--- src/logic/sipo_driver_pkg.sv ---
/*
 * package for the serial-in parallel-out sink driver: widths, reset values,
 * synchroniser depth and packed carriers for pin groups.
 * assumes nothing beyond a systemverilog compiler.
 */
package sipo_driver_pkg;
  localparam int         STAGES_W      = 8;
  localparam int         SYNC_DEPTH    = 2;
  localparam logic [7:0] SHIFT_RST     = 8'h00;
  localparam logic [7:0] STORE_RST     = 8'h00;
  localparam logic       CASCADE_RST   = 1'b0;
  localparam logic [2:0] PIN_IDLE      = 3'h0;

  // raw control pins as sampled from outside the core clock domain
  typedef struct packed {
    logic shift_clock_in;
    logic latch_clock;
    logic serial_data_in;
  } pins_type;

  // sink gate drive, one bit per open-drain output plus its enable
  typedef struct packed {
    logic [7:0] sink_on;
    logic [7:0] sink_oe;
  } sink_type;
endpackage

--- src/logic/pin_sync.sv ---
/*
 * two-stage synchroniser for a bundle of asynchronous pin levels.
 * assumes inputs are levels slow against core_clk; first stage read only by
 * the second.
 */
`timescale 1ns/1ps
module pin_sync #(
  parameter int          WIDTH    = 3,
  parameter logic [WIDTH-1:0] RST_VAL = '0
) (
  input  wire logic             core_clk,
  input  wire logic             sys_rst,
  input  wire logic [WIDTH-1:0] async_in,
  output logic      [WIDTH-1:0] sync_out
);
  logic [WIDTH-1:0] meta_ff;

  // meta_ff feeds sync_out only
  always_ff @(posedge core_clk) begin
    if (sys_rst) begin
      meta_ff  <= RST_VAL;
      sync_out <= RST_VAL;
    end else begin
      meta_ff  <= async_in;
      sync_out <= meta_ff;
    end
  end
endmodule

--- src/logic/sipo_driver.sv ---
/*
 * serial-in parallel-out shift register, storage latch and open-drain sink
 * driver, all run on core_clk with pin clocks edge-detected after syncing.
 * assumes the pin clocks are much slower than core_clk (several core cycles
 * per high and low phase) and that the pad resolves the open-drain wire.
 */
// Contract
// - shift on shift clock rise, capture serial
// - latch clock rise copies shift into storage
// - clear high passes storage toward outputs
// - clear low zeroes shift, storage, cascade and sink registers
// - enable high forces all sinks off
// - enable low outputs follow storage
// - buffer bit high means sink on
// - cascade output updates on shift falling edge
`timescale 1ns/1ps
module sipo_driver #(
  parameter int STAGES = sipo_driver_pkg::STAGES_W
) (
  input  wire logic                   core_clk,
  input  wire logic                   sys_rst,
  input  wire logic                   shift_clock_in,
  input  wire logic                   latch_clock,
  input  wire logic                   serial_data_in,
  input  wire logic                   clear_n,
  input  wire logic                   out_enable_n,
  output logic                        cascade_serial_out,
  output sipo_driver_pkg::sink_type   sink_ff
);
  // the shift, storage and sink paths are written for exactly eight bits
  if (STAGES != sipo_driver_pkg::STAGES_W) begin : g_bad_stages
    $error("sipo_driver supports only eight stages");
  end

  sipo_driver_pkg::pins_type raw_pins;
  sipo_driver_pkg::pins_type sync_pins;
  logic [1:0]       ctl_sync;
  logic             clear_n_s;
  logic             oe_n_s;
  logic             shift_prev_ff;
  logic             latch_prev_ff;
  logic [7:0]       shift_ff;
  logic [7:0]       store_ff;
  logic [7:0]       nxt_shift;
  logic [7:0]       nxt_store;
  logic             nxt_cascade;
  logic [7:0]       nxt_sink;
  wire              shift_rise;
  wire              shift_fall;
  wire              latch_rise;
  wire  [7:0]       passed;

  assign raw_pins = '{shift_clock_in: shift_clock_in, latch_clock: latch_clock,
                      serial_data_in: serial_data_in};

  // every pin passes two flops; clear and enable idle inactive (high)
  pin_sync #(.WIDTH(3), .RST_VAL(sipo_driver_pkg::PIN_IDLE)) u_sync_data (
    .core_clk (core_clk),
    .sys_rst  (sys_rst),
    .async_in (raw_pins),
    .sync_out (sync_pins)
  );
  pin_sync #(.WIDTH(2), .RST_VAL(2'h3)) u_sync_ctl (
    .core_clk (core_clk),
    .sys_rst  (sys_rst),
    .async_in ({clear_n, out_enable_n}),
    .sync_out (ctl_sync)
  );
  assign clear_n_s = ctl_sync[1];
  assign oe_n_s    = ctl_sync[0];

  // edge detection on the synchronised pin clocks
  assign shift_rise = sync_pins.shift_clock_in & ~shift_prev_ff;
  assign shift_fall = ~sync_pins.shift_clock_in & shift_prev_ff;
  assign latch_rise = sync_pins.latch_clock & ~latch_prev_ff;

  // clear dominates any clock edge in the same cycle
  assign nxt_shift = !clear_n_s ? sipo_driver_pkg::SHIFT_RST :
                     shift_rise ? {shift_ff[6:0], sync_pins.serial_data_in} :
                     shift_ff;
  assign nxt_store = !clear_n_s ? sipo_driver_pkg::STORE_RST :
                     latch_rise ? shift_ff : store_ff;
  // latch takes the pre-shift value if both clocks rise together, like the pin part
  assign nxt_cascade = !clear_n_s ? sipo_driver_pkg::CASCADE_RST :
                       shift_fall ? shift_ff[7] : cascade_serial_out;

  // storage reaches the buffer only while clear is released
  assign passed   = clear_n_s ? store_ff : 8'h00;
  // the buffer follows storage without waiting for any pin clock edge
  assign nxt_sink = oe_n_s ? 8'h00 : passed;

  // edge history flops
  always_ff @(posedge core_clk) begin
    if (sys_rst) begin
      shift_prev_ff <= 1'b0;
      latch_prev_ff <= 1'b0;
    end else begin
      shift_prev_ff <= sync_pins.shift_clock_in;
      latch_prev_ff <= sync_pins.latch_clock;
    end
  end

  // shift and storage registers
  always_ff @(posedge core_clk) begin
    if (sys_rst) begin
      shift_ff <= sipo_driver_pkg::SHIFT_RST;
      store_ff <= sipo_driver_pkg::STORE_RST;
    end else begin
      shift_ff <= nxt_shift;
      store_ff <= nxt_store;
    end
  end

  // registered outputs; sink drives the gate low to release the drain
  always_ff @(posedge core_clk) begin
    if (sys_rst) begin
      cascade_serial_out <= sipo_driver_pkg::CASCADE_RST;
      sink_ff            <= '0;
    end else begin
      cascade_serial_out <= nxt_cascade;
      sink_ff.sink_on    <= nxt_sink;
      sink_ff.sink_oe    <= nxt_sink;
    end
  end
endmodule

--- config.mk ---
export PLATFORM = sky130hd
export DESIGN_NAME = sipo_driver
export DESIGN_NICKNAME = d
export VERILOG_FILES = /design/src/logic/sipo_driver_pkg.sv /design/src/logic/pin_sync.sv /design/src/logic/sipo_driver.sv
export SDC_FILE = /design/constraint.sdc
export NUM_CORES = 1
export LEC_CHECK = 0
export CAP_MARGIN = 20
export CORE_AREA = 2 2 68 51
export DETAILED_ROUTE_END_ITERATION = 8
export DIE_AREA = 0 0 70 53
export DONT_BUFFER_PORTS = 1
export PLACE_DENSITY = 0.6
export SYNTH_ARGS = -nofsm -noshare
export SYNTH_HDL_FRONTEND = slang
export SYNTH_SLANG_ARGS = --single-unit
--- constraint.sdc ---
create_clock -name core_clk -period 3.1 [get_ports core_clk]
set_clock_uncertainty 0.15 [all_clocks]
set_input_delay 0.62 -clock core_clk [delete_from_list [all_inputs] [get_ports core_clk]]
set_output_delay 0.62 -clock core_clk [all_outputs]
set_load 0.005 [all_outputs]
==> flow_metrics.py <==
metrics = {
    "status": {
        "status": "completed",
    },
    "cts": {
        "htreeDepth": 2,
        "clk_pin_slew_ns": 0.07,
        "cts_root_buf": "clkbuf_8",
        "post-cts-setup-buffers": 0,
        "clk_latency_ns": 0.28,
        "cts_made_buffers": 5,
        "hold_buffers": 0,
        "cts_sinks": 37,
        "cts_max_path_buffers": 2,
        "tritoncts": "built",
        "cts-resized-gates": 0,
    },
    "sta": {
        "finalSetupTns_ns": 0,
        "worstMarginPinSlew_ns": 0.534,
        "fin_crit_sh": 0.459,
        "rsz0062_at_grt": "no",
        "fmax_mhz": 703,
        "slew_headroom": 0.644,
        "fin_crit_ns": 1.42,
        "setup_viol": 0,
        "slew_violations": 0,
        "hold_viol_final": 0,
        "hold_ws_ns": 0.246,
    },
    "synth": {
        "async_reset_ff_frac": 0,
        "synth-simple-area-share": 0.223,
        "synth_mux_area_frac": 0.0711,
        "avgSynthCellArea_um2": 10.7,
        "synthTopCellsByCount": "dfxtp_1, nand2_1, buf_4",
        "ys.warnings.count": 0,
        "synth_top_cell_by_area": "dfxtp_1",
        "ys.flop_type": "dfxtp_1",
        "ys_ff_latch": 37,
        "synth_compound_area_frac": 0.0346,
        "synth.cell_area_um2": 1270,
        "syn_inst": 119,
        "synth.yosys.seq_area_share": 0.584,
        "synth_top_area_frac": 0.584,
        "synth_nets": 126,
        "yosysMostFrequentCell": "dfxtp_1",
        "synth_xor_area_frac": 0,
        "synth.area.top_cells": "dfxtp_1, mux2i_1, buf_4",
        "synthAdderAreaFrac": 0,
        "ys_types": 18,
        "synth-edff-count": 0,
        "synth_top_family_by_area": "simple AND/OR/NAND/NOR gates",
    },
    "route": {
        "drtIter0Drc": 22,
        "wire_per_inst_um": 10.7,
        "firstDrtPassIters": 2,
        "vias_per_cell": 4.35,
        "ant_nets": 0,
        "drc": 0,
        "drt_wl_total_mm": 1.62,
        "via_count": 657,
    },
    "cells_and_area": {
        "syn2layout_area_growth_pct": 1.68,
        "drive_above_1_share": 0.133,
        "fillers": 298,
        "final_cells": 151,
        "multiInputGateArea_um2": 417,
        "post-route-util": 0.427,
        "antenna_cells": 0,
        "fin_nets": 119,
        "regArea_um2": 741,
    },
    "placed_design": {
        "placed_cells": 143,
        "gp_congestion": 0.710,
        "portBuffers": 0,
        "post-dp-hpwl_mm": 1.10,
    },
    "global_route": {
        "track_usage": 0.107,
        "grt-ovfl-total": 0,
        "grt_max_degree": 19,
        "grt_pass1_vias": 631,
        "antenna_found_initial": 0,
        "grt_pass1_wl_mm": 2.86,
    },
    "pwr": {
        "p_per_area_nw_per_um2": 638,
        "power_mw": 0.822,
        "ir_worst_vdd_v": 0.000222,
        "p_leak_nw": 0.530,
    },
    "die": {
        "core-area_um2": 3020,
        "die_w_um": 70,
        "ioPinCount": 24,
        "rows": 17,
        "die_h_um": 53,
        "start_util": 0.420,
        "die_area_um2": 3710,
    },
    "critical_path": {
        "arrival_ns": 0.65,
        "rr_startpoint": "latch_prev_ff",
        "worst_setup_path_end_kind": "output pin",
        "path_max_fanout": 2,
        "crit_required_ns": 2.33,
        "start_kind": "register",
        "cp-startpoint": "sink_ff[2]",
        "worstSetupPathType": "reg -> out",
    },
    "hold_path": {
        "min_from": "sys_rst",
        "hp-class": "in -> reg",
    },
    "run": {
        "maxCapViolCount": 0,
    },
}
## registers in the layout, indices dropped and copies added, names as in the netlist
register / flops
u_sync_ctl.meta_ff: 2
shift_ff: 8
u_sync_ctl.sync_out: 2
cascade_serial_out: 1
u_sync_data.meta_ff: 3
sink_ff: 8
u_sync_data.sync_out: 3
latch_prev_ff: 1
store_ff: 8
shift_prev_ff: 1
## per-layer routing
layer	vias to the layer above	part of all wire	GRT usage
li1	345	-	-
met1	291	0.50	0.123
met2	16	0.41	0.156
met3	5	0.063	0.0476
met4	0	0.025	0.0865
met5	-	0	0
## metrics by stage
stage,worst slack [ns],instance area (um^2)
finish,1.68,1290
detailed placement,1.72,1200
floorplan,1.76,1270
global route,1.63,1290
global placement,1.74,1200
CTS,1.67,1290
## kinds of logic (layout without fill, tap and decap cells)
group,after synthesis,after routing
AO/OA/AOI/OAI,8,8
buffers and inverters,14,8
flip-flops,37,37
multiplexers,9,9
AND/OR/NAND/NOR,51,51
## worst paths after layout
path                       endpoint  slack [ns]  cells past startpoint
min                   latch_prev_ff        0.25                      1
min reg2reg  u_sync_ctl.sync_out[1]        0.26                      1
max reg2reg             store_ff[4]        1.78                      3
max                      sink_ff[2]        1.68                      0
## cell usage in the layout (no fill, tap or decap)
cell type,Yosys,routed
a21oi_2,1,1
nand2b_4,1,1
dfxtp_1,37,37
nor2b_1,8,8
clkinvlp_4,0,1
nor2_1,9,9
clkbuf_8,0,5
nand2_1,16,16
a21oi_1,7,7
mux2i_1,9,9
nand2b_1,2,2
or2_2,4,4
and2b_2,2,2
nor2_8,1,1
and2_1,8,8
clkbuf_1,1,2
## layout make-up
class,instances,area share
tap,38,0.0369
clock inverter,1,0.00583
clock buffer,7,0.0592
sequential,37,0.575
multi-input combinational,68,0.323
## where the power goes
group	leakage [nW]	internal (mW)	switching, mW	total [mW]
registers	0.300	0.482	0.00280	0.485
clock network	0.0385	0.159	0.158	0.316
logic	0.191	0.00865	0.0116	0.0203
(Power assumes the default switching activity.)
